===== src/mrb_pkg.sv =====
package mrb_pkg;

    // ----------------------------------------------------------------
    // Register addresses
    // ----------------------------------------------------------------
    localparam logic [5:0] MRB_ADDR_LATENCY = 6'h02;
    localparam logic [5:0] MRB_ADDR_IOCTL = 6'h03;
    localparam logic [5:0] MRB_ADDR_THERMAL = 6'h04;
    localparam logic [5:0] MRB_ADDR_PARTCFG = 6'h08;
    localparam logic [5:0] MRB_ADDR_RSVD9 = 6'h09;
    localparam logic [5:0] MRB_ADDR_CALRST = 6'h0a;

    // ----------------------------------------------------------------
    // Field positions
    // ----------------------------------------------------------------
    localparam int MRB_LAT_RL_LSB = 0;
    localparam int MRB_LAT_WL_LSB = 3;
    localparam int MRB_LAT_WLS_BIT = 6;
    localparam int MRB_LAT_LEV_BIT = 7;
    localparam int MRB_IO_PUCAL_BIT = 0;
    localparam int MRB_IO_PST_BIT = 1;
    localparam int MRB_IO_PROT_BIT = 2;
    localparam int MRB_IO_PULL_DOWN_STRENGTH_LSB = 3;
    localparam int MRB_IO_DBIRD_BIT = 6;
    localparam int MRB_IO_DBIWR_BIT = 7;
    localparam int MRB_TH_SRA_BIT = 3;
    localparam int MRB_TH_REPAIR_ENTRY_BIT = 4;
    localparam int MRB_TH_OFS_LSB = 5;
    localparam int MRB_TH_TUF_BIT = 7;
    localparam int MRB_CAL_RST_BIT = 0;

    // ----------------------------------------------------------------
    // Reset values, fixed read value and rate codes
    // ----------------------------------------------------------------
    localparam logic [7:0] MRB_LATENCY_RST = 8'h00;
    localparam logic [7:0] MRB_IOCTL_RST = 8'h31;
    localparam logic [3:0] MRB_THERMAL_WR_RST = 4'h0;
    localparam logic [7:0] MRB_PARTCFG_VAL = 8'h00;
    localparam logic [2:0] MRB_RATE_DERATE = 3'h6;
    localparam logic [2:0] MRB_RATE_BAD_LO = 3'h0;
    localparam logic [2:0] MRB_RATE_BAD_HI = 3'h7;

    // ----------------------------------------------------------------
    // Latency tables, indexed by code
    // ----------------------------------------------------------------
    typedef logic [5:0] mrb_lat_t;
    localparam mrb_lat_t MRB_RL_TAB [8] = '{
        6'd6, 6'd10, 6'd14, 6'd20, 6'd24, 6'd28, 6'd32, 6'd36};
    localparam mrb_lat_t MRB_RL_DBI_TAB [8] = '{
        6'd6, 6'd12, 6'd16, 6'd22, 6'd28, 6'd32, 6'd36, 6'd40};
    localparam mrb_lat_t MRB_RTP_TAB [8] = '{
        6'd8, 6'd8, 6'd8, 6'd8, 6'd10, 6'd12, 6'd14, 6'd16};
    localparam mrb_lat_t MRB_WL_A_TAB [8] = '{
        6'd4, 6'd6, 6'd8, 6'd10, 6'd12, 6'd14, 6'd16, 6'd18};
    localparam mrb_lat_t MRB_WL_B_TAB [8] = '{
        6'd4, 6'd8, 6'd12, 6'd18, 6'd22, 6'd26, 6'd30, 6'd34};

    // ----------------------------------------------------------------
    // Carriers
    // ----------------------------------------------------------------
    typedef struct packed {
        logic       write;
        logic [5:0] addr;
        logic [7:0] data;
    } mrb_cmd_s;

    typedef struct packed {
        logic       write;
        logic       len32;
        logic [2:0] col_hi;
    } mrb_burst_s;

endpackage : mrb_pkg


===== src/mrb_burst_order.sv =====
`timescale 1ns/1ps
module mrb_burst_order import mrb_pkg::*; (
    input  wire logic       clk_in,
    input  wire logic       srst_in,
    input  wire logic       start_in,
    input  mrb_burst_s      req_in,
    output logic            busy_out,
    output logic            beat_valid_out,
    output logic [4:0]      beat_addr_out
);

    logic [4:0] beat_reg;
    mrb_burst_s req_reg;

    // Word address of a beat for the captured request
    function automatic logic [4:0] beat_word(input mrb_burst_s r,
                                             input logic [4:0] b);
        logic [1:0] grp;
        grp = 2'b00;
        if (r.write) begin
            beat_word = r.len32 ? b : {r.col_hi[2], b[3:0]};
        end else begin
            grp = r.col_hi[1:0] + b[3:2];
            beat_word = {r.col_hi[2] ^ b[4], grp, 2'b00};
            beat_word = beat_word | {3'b000, b[1:0]};
        end
    endfunction : beat_word

    // Beat counter and request capture
    always_ff @(posedge clk_in) begin
        if (srst_in) begin
            busy_out <= 1'b0;
            beat_reg <= 5'h00;
            req_reg <= '0;
        end else if (start_in && !busy_out) begin
            busy_out <= 1'b1;
            beat_reg <= 5'h00;
            req_reg <= req_in;
        end else if (busy_out) begin
            beat_reg <= beat_reg + 5'h01;
            if (beat_reg == {req_reg.len32, 4'hf}) begin
                busy_out <= 1'b0;
            end
        end
    end

    // Registered beat output
    always_ff @(posedge clk_in) begin
        if (srst_in) begin
            beat_valid_out <= 1'b0;
            beat_addr_out <= 5'h00;
        end else begin
            beat_valid_out <= busy_out;
            beat_addr_out <= beat_word(req_reg, beat_reg);
        end
    end

endmodule : mrb_burst_order


===== src/mrb_latency_decode.sv =====
`timescale 1ns/1ps
module mrb_latency_decode import mrb_pkg::*; (
    input  wire logic       clk_in,
    input  wire logic       srst_in,
    input  wire logic [2:0] rl_code_in,
    input  wire logic [2:0] wl_code_in,
    input  wire logic       wl_set_b_in,
    input  wire logic       read_inv_in,
    output mrb_lat_t        read_latency_out,
    output mrb_lat_t        read_to_precharge_delay_out,
    output mrb_lat_t        write_latency_out
);

    // Registered table lookup of active latencies
    always_ff @(posedge clk_in) begin
        if (srst_in) begin
            read_latency_out <= MRB_RL_TAB[0];
            read_to_precharge_delay_out <= MRB_RTP_TAB[0];
            write_latency_out <= MRB_WL_A_TAB[0];
        end else begin
            read_latency_out <= read_inv_in ? MRB_RL_DBI_TAB[rl_code_in]
                                            : MRB_RL_TAB[rl_code_in];
            read_to_precharge_delay_out <= MRB_RTP_TAB[rl_code_in];
            write_latency_out <= wl_set_b_in ? MRB_WL_B_TAB[wl_code_in]
                                             : MRB_WL_A_TAB[wl_code_in];
        end
    end

endmodule : mrb_latency_decode


===== src/mrb_mode_regs.sv =====
`timescale 1ns/1ps
module mrb_mode_regs import mrb_pkg::*; (
    input  wire logic       clk_in,
    input  wire logic       srst_in,
    input  wire logic       cmd_valid_in,
    input  mrb_cmd_s        cmd_in,
    input  wire logic       burst_start_in,
    input  mrb_burst_s      burst_in,
    input  wire logic       setpoint_write_sel_in,
    input  wire logic       setpoint_operate_sel_in,
    input  wire logic [2:0] rate_code_in,
    output logic            rd_valid_out,
    output logic [7:0]      rd_data_out,
    output logic            cmd_refused_out,
    output logic            burst_busy_out,
    output logic            beat_valid_out,
    output logic [4:0]      beat_addr_out,
    output mrb_lat_t        read_latency_out,
    output mrb_lat_t        read_to_precharge_delay_out,
    output mrb_lat_t        write_latency_out,
    output logic            write_leveling_out,
    output logic [2:0]      pull_down_strength_out,
    output logic            pull_up_cal_point_out,
    output logic            write_postamble_len_out,
    output logic            read_inversion_en_out,
    output logic            write_inversion_en_out,
    output logic            repair_mode_out,
    output logic            self_refresh_abort_out,
    output logic [1:0]      thermal_offset_out,
    output logic            derate_out,
    output logic            rate_invalid_out,
    output logic            impedance_cal_reset_out
);

    // ----------------------------------------------------------------
    // Storage
    // ----------------------------------------------------------------
    logic [7:0] latency_setting_reg [2];
    logic [7:0] io_interface_control_reg [2];
    logic       repair_protect_reg;
    logic       repair_entry_reg;
    logic       self_refresh_abort_reg;
    logic [1:0] thermal_offset_reg;
    logic       temp_update_flag_reg;
    logic [2:0] rate_prev_reg;
    logic       wr_lev_reg;
    logic [7:0] lat_op;
    logic [7:0] ioc_op;
    logic       mode_wr;
    logic       mode_rd;
    logic       rate_changed;
    logic       burst_go;

    // ----------------------------------------------------------------
    // Command decode
    // ----------------------------------------------------------------
    // Leveling blocks every command but a mode write
    assign mode_wr = cmd_valid_in && cmd_in.write;
    assign mode_rd = cmd_valid_in && !cmd_in.write && !wr_lev_reg;
    assign burst_go = burst_start_in && !wr_lev_reg && !burst_busy_out;
    assign rate_changed = rate_code_in != rate_prev_reg;
    assign lat_op = latency_setting_reg[setpoint_operate_sel_in];
    assign ioc_op = io_interface_control_reg[setpoint_operate_sel_in];

    // Per set-point copies, written through write select
    always_ff @(posedge clk_in) begin
        if (srst_in) begin
            latency_setting_reg[0] <= MRB_LATENCY_RST;
            latency_setting_reg[1] <= MRB_LATENCY_RST;
            io_interface_control_reg[0] <= MRB_IOCTL_RST;
            io_interface_control_reg[1] <= MRB_IOCTL_RST;
        end else if (mode_wr) begin
            if (cmd_in.addr == MRB_ADDR_LATENCY) begin
                latency_setting_reg[setpoint_write_sel_in] <= cmd_in.data;
            end
            if (cmd_in.addr == MRB_ADDR_IOCTL) begin
                io_interface_control_reg[setpoint_write_sel_in] <=
                    cmd_in.data;
            end
        end
    end

    // Write leveling state follows bit 7 of each mode write to the latency register
    always_ff @(posedge clk_in) begin
        if (srst_in) begin
            wr_lev_reg <= 1'b0;
        end else if (mode_wr && cmd_in.addr == MRB_ADDR_LATENCY) begin
            wr_lev_reg <= cmd_in.data[MRB_LAT_LEV_BIT];
        end
    end

    // Sticky repair protection, cleared only by reset
    always_ff @(posedge clk_in) begin
        if (srst_in) begin
            repair_protect_reg <= 1'b0;
        end else if (mode_wr && cmd_in.addr == MRB_ADDR_IOCTL &&
                     cmd_in.data[MRB_IO_PROT_BIT]) begin
            repair_protect_reg <= 1'b1;
        end
    end

    // Thermal register writable bits 6..3
    always_ff @(posedge clk_in) begin
        if (srst_in) begin
            {thermal_offset_reg, repair_entry_reg, self_refresh_abort_reg}
                <= MRB_THERMAL_WR_RST;
        end else if (mode_wr && cmd_in.addr == MRB_ADDR_THERMAL) begin
            self_refresh_abort_reg <= cmd_in.data[MRB_TH_SRA_BIT];
            thermal_offset_reg <= cmd_in.data[MRB_TH_OFS_LSB +: 2];
            if (!(repair_protect_reg && cmd_in.data[MRB_TH_REPAIR_ENTRY_BIT])) begin
                repair_entry_reg <= cmd_in.data[MRB_TH_REPAIR_ENTRY_BIT];
            end
        end
    end

    // Update flag; a change in the clearing cycle wins
    always_ff @(posedge clk_in) begin
        if (srst_in) begin
            temp_update_flag_reg <= 1'b0;
            rate_prev_reg <= rate_code_in;
        end else begin
            rate_prev_reg <= rate_code_in;
            if (rate_changed) begin
                temp_update_flag_reg <= 1'b1;
            end else if (mode_rd && cmd_in.addr == MRB_ADDR_THERMAL) begin
                temp_update_flag_reg <= 1'b0;
            end
        end
    end

    // ----------------------------------------------------------------
    // Mode read path
    // ----------------------------------------------------------------
    // One-cycle read answer, unmapped addresses read zero
    always_ff @(posedge clk_in) begin
        if (srst_in) begin
            rd_valid_out <= 1'b0;
            rd_data_out <= 8'h00;
        end else begin
            rd_valid_out <= mode_rd;
            rd_data_out <= 8'h00;
            if (mode_rd) begin
                unique case (cmd_in.addr)
                    MRB_ADDR_LATENCY: begin
                        rd_data_out <=
                            latency_setting_reg[setpoint_write_sel_in];
                    end
                    MRB_ADDR_IOCTL: begin
                        rd_data_out <=
                            io_interface_control_reg[setpoint_write_sel_in]
                            | {5'h00, repair_protect_reg, 2'b00};
                    end
                    MRB_ADDR_THERMAL: begin
                        rd_data_out <= {temp_update_flag_reg,
                            thermal_offset_reg, repair_entry_reg,
                            self_refresh_abort_reg, rate_code_in};
                    end
                    MRB_ADDR_PARTCFG: begin
                        rd_data_out <= MRB_PARTCFG_VAL;
                    end
                    default: begin
                        rd_data_out <= 8'h00;
                    end
                endcase
            end
        end
    end

    // Refusal pulse for commands blocked during leveling
    always_ff @(posedge clk_in) begin
        if (srst_in) begin
            cmd_refused_out <= 1'b0;
        end else begin
            cmd_refused_out <= wr_lev_reg &&
                ((cmd_valid_in && !cmd_in.write) || burst_start_in);
        end
    end

    // ----------------------------------------------------------------
    // Operating outputs; I/O control fields from the active copy
    // ----------------------------------------------------------------
    always_ff @(posedge clk_in) begin
        if (srst_in) begin
            write_leveling_out <= 1'b0;
            pull_down_strength_out <= MRB_IOCTL_RST[MRB_IO_PULL_DOWN_STRENGTH_LSB +: 3];
            pull_up_cal_point_out <= MRB_IOCTL_RST[MRB_IO_PUCAL_BIT];
            write_postamble_len_out <= MRB_IOCTL_RST[MRB_IO_PST_BIT];
            read_inversion_en_out <= MRB_IOCTL_RST[MRB_IO_DBIRD_BIT];
            write_inversion_en_out <= MRB_IOCTL_RST[MRB_IO_DBIWR_BIT];
            repair_mode_out <= 1'b0;
            self_refresh_abort_out <= 1'b0;
            thermal_offset_out <= 2'b00;
            derate_out <= 1'b0;
            rate_invalid_out <= 1'b0;
        end else begin
            write_leveling_out <= wr_lev_reg;
            pull_down_strength_out <= ioc_op[MRB_IO_PULL_DOWN_STRENGTH_LSB +: 3];
            pull_up_cal_point_out <= ioc_op[MRB_IO_PUCAL_BIT];
            write_postamble_len_out <= ioc_op[MRB_IO_PST_BIT];
            read_inversion_en_out <= ioc_op[MRB_IO_DBIRD_BIT];
            write_inversion_en_out <= ioc_op[MRB_IO_DBIWR_BIT];
            repair_mode_out <= repair_entry_reg;
            self_refresh_abort_out <= self_refresh_abort_reg;
            thermal_offset_out <= thermal_offset_reg;
            derate_out <= rate_code_in == MRB_RATE_DERATE;
            rate_invalid_out <= rate_code_in == MRB_RATE_BAD_LO ||
                                rate_code_in == MRB_RATE_BAD_HI;
        end
    end

    // Calibration reset pulse, register is write-only
    always_ff @(posedge clk_in) begin
        if (srst_in) begin
            impedance_cal_reset_out <= 1'b0;
        end else begin
            impedance_cal_reset_out <= mode_wr &&
                cmd_in.addr == MRB_ADDR_CALRST &&
                cmd_in.data[MRB_CAL_RST_BIT];
        end
    end

    // ----------------------------------------------------------------
    // Submodules
    // ----------------------------------------------------------------
    mrb_latency_decode u_lat (
        .clk_in(clk_in),
        .srst_in(srst_in),
        .rl_code_in(lat_op[MRB_LAT_RL_LSB +: 3]),
        .wl_code_in(lat_op[MRB_LAT_WL_LSB +: 3]),
        .wl_set_b_in(lat_op[MRB_LAT_WLS_BIT]),
        .read_inv_in(ioc_op[MRB_IO_DBIRD_BIT]),
        .read_latency_out(read_latency_out),
        .read_to_precharge_delay_out(read_to_precharge_delay_out),
        .write_latency_out(write_latency_out)
    );

    mrb_burst_order u_burst (
        .clk_in(clk_in),
        .srst_in(srst_in),
        .start_in(burst_go),
        .req_in(burst_in),
        .busy_out(burst_busy_out),
        .beat_valid_out(beat_valid_out),
        .beat_addr_out(beat_addr_out)
    );
endmodule : mrb_mode_regs


===== config.mk =====
export PLATFORM = sky130hd
export DESIGN_NAME = mrb_mode_regs
export DESIGN_NICKNAME = d
export VERILOG_FILES = /design/src/mrb_pkg.sv /design/src/mrb_burst_order.sv /design/src/mrb_latency_decode.sv /design/src/mrb_mode_regs.sv
export SDC_FILE = /design/constraint.sdc
export NUM_CORES = 1
export LEC_CHECK = 0
export BUFFER_PORTS_ARGS = -buffer_cell sky130_fd_sc_hd__clkbuf_2
export CAP_MARGIN = 25
export CORE_MARGIN = 5
export CORE_UTILIZATION = 50
export CTS_BUF_LIST = sky130_fd_sc_hd__clkbuf_8 sky130_fd_sc_hd__clkbuf_16
export CTS_CLUSTER_DIAMETER = 100
export DETAILED_ROUTE_END_ITERATION = 16
export MAX_ROUTING_LAYER = met4
export PLACE_DENSITY_LB_ADDON = 0.15
export SLEW_MARGIN = 20
export SYNTH_ARGS = -nofsm -noshare
export SYNTH_HDL_FRONTEND = slang
export SYNTH_SLANG_ARGS = --single-unit

===== constraint.sdc =====
create_clock -name clk_in -period 1.49 [get_ports clk_in]
set_input_delay 0.149 -clock clk_in [delete_from_list [all_inputs] [get_ports clk_in]]
set_output_delay 0.149 -clock clk_in [all_outputs]
set_load 0.01 [all_outputs]

==> impl_metrics.toml, run 1 <==
[timing]
period_minus_slack_ps = 1500
worst_slack_ps = -5.39
finalSetupViolations = 1
timing.final.crit_share = 1.00
holdWs_ps = 12.4
max_freq_mhz = 669
hold_viol = 0
fin_worst_skew_ps = 11.6
rsz0062_at_grt = "true"
slew_viol_final = 0

[critical_path]
end_kind = "flip-flop"
path_max_fanout = 4
worstPathArrival_ps = 1810
reg2reg_slack_ps = -5
crit_type = "reg -> reg"
crit_required_ps = 1800
start_kind = "flip-flop"
rr_startpoint = "latency_setting_reg[0][1]"
reg2reg_depth = 6
r2r_end = "u_lat.read_latency_out[2]"

[routing]
routedWlPerCell_um = 15.5
finalWirelength_um = 8870
drtIter0Drc = 103
ant_nets = 0
first_pass_iters = 4
dr_total_vias = 2860
vias_per_cell = 5.00
drc_errors = 0

[clocking]
root_buffer = "clkbuf_8"
cts_buffers = 9
cts_buffer_depth = 2
htree_num_levels = 3
clk_pin_slew_ps = 100
clock_sinks = 98
cts_tree = "built"
clock_latency_ps = 360

[global_route]
grt_use_total = 0.188
grt_pass1_wl_um = 14300
grt_antenna_before_repair = 0
grt_pass1_vias = 2796
grt_max_degree = 52
overflow = 0

[layout]
drive_gt1_frac = 0.349
area_growth_syn_to_layout_pct = 21.9
final_cells = 572
design_area_um2 = 5050
fin_nets = 502
diodes = 0

[placed_design]
gp_congestion = 0.839
dp_hpwl_um = 6410
dp.cells = 552
dpl_cell_area_um2 = 4770
port_buffers = 74

[synth]
async_flop_share = 0
synth_top_area_share = 0.319
synth_edf_count = 32
syn_avg_cell_area_um2 = 11.3
synth-seq-area-share = 0.551
synth_seq_cells = 98
synthTopCellsByCount = "dfxtp_1, nor2_1, edfxtp_1"
yosysMostFrequentCell = "dfxtp_1"
yosys_warnings = 0
syn_area_um2 = 4140
synthTopCellsByArea = "dfxtp_1, edfxtp_1, mux2_2, mux2i_1, and2_1"
ys_types = 46
ys.flop_type = "dfxtp_1"
yosys.area.top_type = "dfxtp_1"
synthCells = 366

[floorplanning]
start_util = 0.509
num_io_pins = 79
die_h_um = 101
die_area_um2 = 10200
core_area_um2 = 8130
fp.dieW_um = 101
rows = 33

[worst_hold_path]
hold_path_startpoint = "burst_in[0]"
hold_path_end = "u_burst.req_reg[0]"
holdCritPathClass = "in -> reg"
holdPathStages = 3

[status]
violations = "setup timing"
outcome = "finished with violations"

[job]
max_cap_viol_count = 0

[power]
cellLeakagePower_uw = 0.00210
power_density_nw_per_um2 = 1020
ir_worst_vdd_mv = 0.590
cells in the final DEF, fill, tap and decap left out, types with 7 or more instances in the layout:
cell type,Yosys,layout
a21oi_1,20,19
buf_4,7,21
a22oi_1,8,8
dfxtp_1,66,66
nor2_1,35,34
mux2i_1,16,15
nand2_1,15,14
nor2b_1,13,13
mux2_2,22,19
edfxtp_1,32,32
clkbuf_8,0,10
nand2b_1,9,9
clkbuf_2,0,74
ha_1,11,7
and2_1,25,25
layer usage:
metal	vias to the layer above	part of all wire	track usage
met5	-	0	-
met4	0	0.016	0.0583
met3	13	0.057	0.0353
met2	77	0.46	0.288
met1	1309	0.47	0.254
li1	1461	-	-
worst max-delay path: stages (launching register included):
cell      delay [ps]
edfxtp_1         430
mux2_4           320
buf_6            130
ha_4             140
mux2_4           250
nor2_2            70
a211o_1           90
area by class of cell:
cell class / count / area (um^2)
clock buffer: 10 / 138
clock inverter: 6 / 47.5
fill: 679 / 3080
inverter: 6 / 27.5
multi-input combinational: 244 / 1790
sequential: 98 / 2280
tap: 105 / 131
timing repair buffer: 103 / 641
worst max path at each step:
| stage | start | endpoint | slack, ps | cells past startpoint |
|---|---|---|---|---|
| CTS | latency_setting_reg[0][1] | u_lat.read_latency_out[2] | -50 | 6 |
| detailed placement | cmd_in[11] | latency_setting_reg[1][0] | -200 | 5 |
| finish | latency_setting_reg[0][1] | u_lat.read_latency_out[2] | -5 | 6 |
| global placement | cmd_in[11] | latency_setting_reg[1][0] | -170 | 5 |
| global route | latency_setting_reg[0][1] | u_lat.read_latency_out[2] | -60 | 6 |
| floorplan | cmd_in[11] | io_interface_control_reg[1][0] | -110 | 6 |
kinds of logic after synthesis:
kind of cell,after synthesis,share of synthesized area
other,1,0.000905
DFF,98,0.551
xor gates and xnor gates,9,0.0190
and+or+nand+nor,132,0.181
AOI/OAI and AO/OA,48,0.0743
adders and majority gates,11,0.0332
buffers and inverters,27,0.0359
muxes,40,0.105
per-stage QoR:
step                utilization  setup WS, ps  total power (uW)  TNS (ps)
floorplan                     -          -113              3330     -3200
global placement          0.587          -168              3560     -5770
detailed placement        0.587          -198              3570     -7450
CTS                       0.619         -47.9              5210     -65.0
global route              0.621         -65.0              5410      -215
finish                    0.621         -5.39              5180     -5.39
power breakdown:
group          leakage (uW)  internal [uW]  switching (uW)  total [uW]
registers          0.000848           2870            54.7        2920
clock network     0.0000996            674             959        1630
logic               0.00116            295             327         622
total               0.00210           3840            1340        5180
repair_timing:
action                                  in CTS  in global routing
resized for setup                            9                  8
hold endpoints to repair                     3                  0
hold buffers                                 3                  0
buffers inserted                             1                  0
endpoints found under the setup margin       2                  9
pin swaps                                    2                  5
No activity file was read; power rests on OpenSTA's default activity.
==> inputs of run 2 (changes only) <==
--- a/config.mk
+++ b/config.mk
@@ -9,11 +9,10 @@
 export CAP_MARGIN = 25
 export CORE_MARGIN = 5
 export CORE_UTILIZATION = 50
-export CTS_BUF_LIST = sky130_fd_sc_hd__clkbuf_8 sky130_fd_sc_hd__clkbuf_16
 export CTS_CLUSTER_DIAMETER = 100
 export DETAILED_ROUTE_END_ITERATION = 16
 export MAX_ROUTING_LAYER = met4
-export PLACE_DENSITY_LB_ADDON = 0.15
+export PLACE_DENSITY = 0.8
 export SLEW_MARGIN = 20
 export SYNTH_ARGS = -nofsm -noshare
 export SYNTH_HDL_FRONTEND = slang
==> impl_metrics.toml, run 2 (synthesized netlist as in run 1, its figures left out) <==
[layout]
seqCellArea_um2 = 2280
drive_gt1_frac = 0.343
final_util = 0.622
final_cell_mix = "clkbuf_2, dfxtp_1, nor2_1"
final_common_cell = "clkbuf_2"
area_growth_syn_to_layout_pct = 22.1
fill_cells = 633
diodes = 0
fin_nets = 504
multiInputGateArea_um2 = 1780

[worst_hold_path]
hold_path_end = "u_burst.req_reg[2]"
hold_path_startpoint = "burst_in[2]"
holdPathStages = 3
holdCritPathClass = "in -> reg"

[global_route]
grt_antenna_before_repair = 0
grt_use_total = 0.190
overflow = 0
grt_max_degree = 52
grt_pass1_wl_um = 14600
grt_pass1_vias = 2924

[clocking]
cts_buffers = 9
clock_sinks = 98
htree_num_levels = 3
cts_buffer_depth = 2
root_buffer = "clkbuf_8"
clock_latency_ps = 360
cts_tree = "built"
clk_pin_slew_ps = 100

[floorplanning]
die_area_um2 = 10200
rows = 33
start_util = 0.509
num_io_pins = 79
die_h_um = 101
core_area_um2 = 8130
fp.dieW_um = 101

[critical_path]
crit_type = "reg -> reg"
r2r_end = "u_lat.read_latency_out[2]"
rr_startpoint = "latency_setting_reg[0][0]"
slowest_delay_ps = 410
path_max_fanout = 3
crit_chain = "mux2_4, inv_4, ha_2, mux2_4, nor2_4, a211o_1"
crit_slowest_cell = "edfxtp_1"
start_kind = "flip-flop"
worst-path-buf-inv = 1
end_kind = "flip-flop"
reg2reg_depth = 6
worstPathArrival_ps = 1750
crit_required_ps = 1750
reg2reg_slack_ps = 5
crit_top_cell = "mux2_4"
cp_top_family = "multiplexers"

[timing]
max_freq_mhz = 673
fin_worst_skew_ps = 12.9
worst_slack_ps = 4.90
slew_viol_final = 0
hold_viol = 0
rsz0062_at_grt = "true"
period_minus_slack_ps = 1490
timing.final.crit_share = 0.997
finalSetupViolations = 0

[power]
power_density_nw_per_um2 = 1030
ir_worst_vdd_mv = 0.497
cellLeakagePower_uw = 0.00211
finalPower_uw = 5220

[routing]
finalWirelength_um = 9230
first_pass_iters = 5
routedWlPerCell_um = 16.1
vias_per_cell = 5.25
drtIter0Drc = 190
dr_total_vias = 3016
ant_nets = 0
drc_errors = 0

[status]
outcome = "finished clean"

[placed_design]
port_buffers = 74
dp_slack_ps = -226
dp_hpwl_um = 6650
gp_congestion = 0.823

[job]
max_cap_viol_count = 0
==> run 2: cell count changes in the layout (fill, tap and decap cells not counted), sizes merged <==
| cell | before | now |
|---|---|---|
| dlygate4sd3 | 3 | 6 |
| inv | 10 | 8 |
| clkinv | 2 | 4 |
| buf | 26 | 25 |
==> run 2: worst max path at each step <==
stage	depth (start not counted)	startpoint	to	slack (ps)
2_1_floorplan	6	cmd_in[11]	io_interface_control_reg[1][0]	-110
3_3_place_gp	5	cmd_in[11]	latency_setting_reg[1][1]	-170
3_5_place_dp	5	cmd_in[11]	latency_setting_reg[0][7]	-230
4_1_cts	6	latency_setting_reg[0][0]	u_lat.read_latency_out[3]	-1
5_1_grt	6	latency_setting_reg[0][1]	u_lat.read_latency_out[4]	-40
6_report	6	latency_setting_reg[0][0]	u_lat.read_latency_out[2]	5
==> run 2: area by class of cell <==
class | count | area share
Sequential cell | 98 | 0.451
Multi-Input combinational cell | 244 | 0.352
Timing Repair Buffer | 105 | 0.128
Clock buffer | 10 | 0.0272
Tap cell | 105 | 0.0260
Clock inverter | 6 | 0.0114
Inverter | 6 | 0.00494
==> run 2: metrics by stage <==
| stage | hold WS (ps) | instance area [um^2] | setup TNS [ps] | cells |
|---|---|---|---|---|
| 2_1_floorplan | 177 | 4170 | -3200 | 369 |
| 6_report | 26.0 | 5060 | 0 | 574 |
| 4_1_cts | 5.35 | 5010 | -0.979 | 573 |
| 5_1_grt | 28.5 | 5060 | -139 | 574 |
| 3_3_place_gp | 348 | 4740 | -5880 | 550 |
| 3_5_place_dp | 346 | 4740 | -9870 | 550 |
==> run 2: layer usage <==
metal,share of wire,track usage,vias up
met2,0.47,0.293,123
met5,0,-,-
li1,-,-,1464
met4,0.019,0.0532,0
met1,0.44,0.256,1415
met3,0.077,0.0394,14
==> run 2: what timing repair did <==
item / CTS / global route
gates resized for setup: 3 / 12
setup endpoints to repair: 2 / 13
hold buffers: 6 / 0
setup buffers: 1 / 1
hold endpoints to repair: 6 / 0
pin swaps: 2 / 4
==> run 2: worst min-delay path, delay by kind of cell <==
family | cells | cell delay, ps
buffers and inverters | 1 | 80
and+or+nand+nor | 1 | 70
muxes | 1 | 60
==> run 2: where the power goes <==
group | switching [uW] | total (uW) | leakage, uW | internal [uW]
Combinational | 328 | 624 | 0.00116 | 296
Sequential | 59.5 | 2930 | 0.000848 | 2870
Clock | 976 | 1660 | 0.000100 | 689
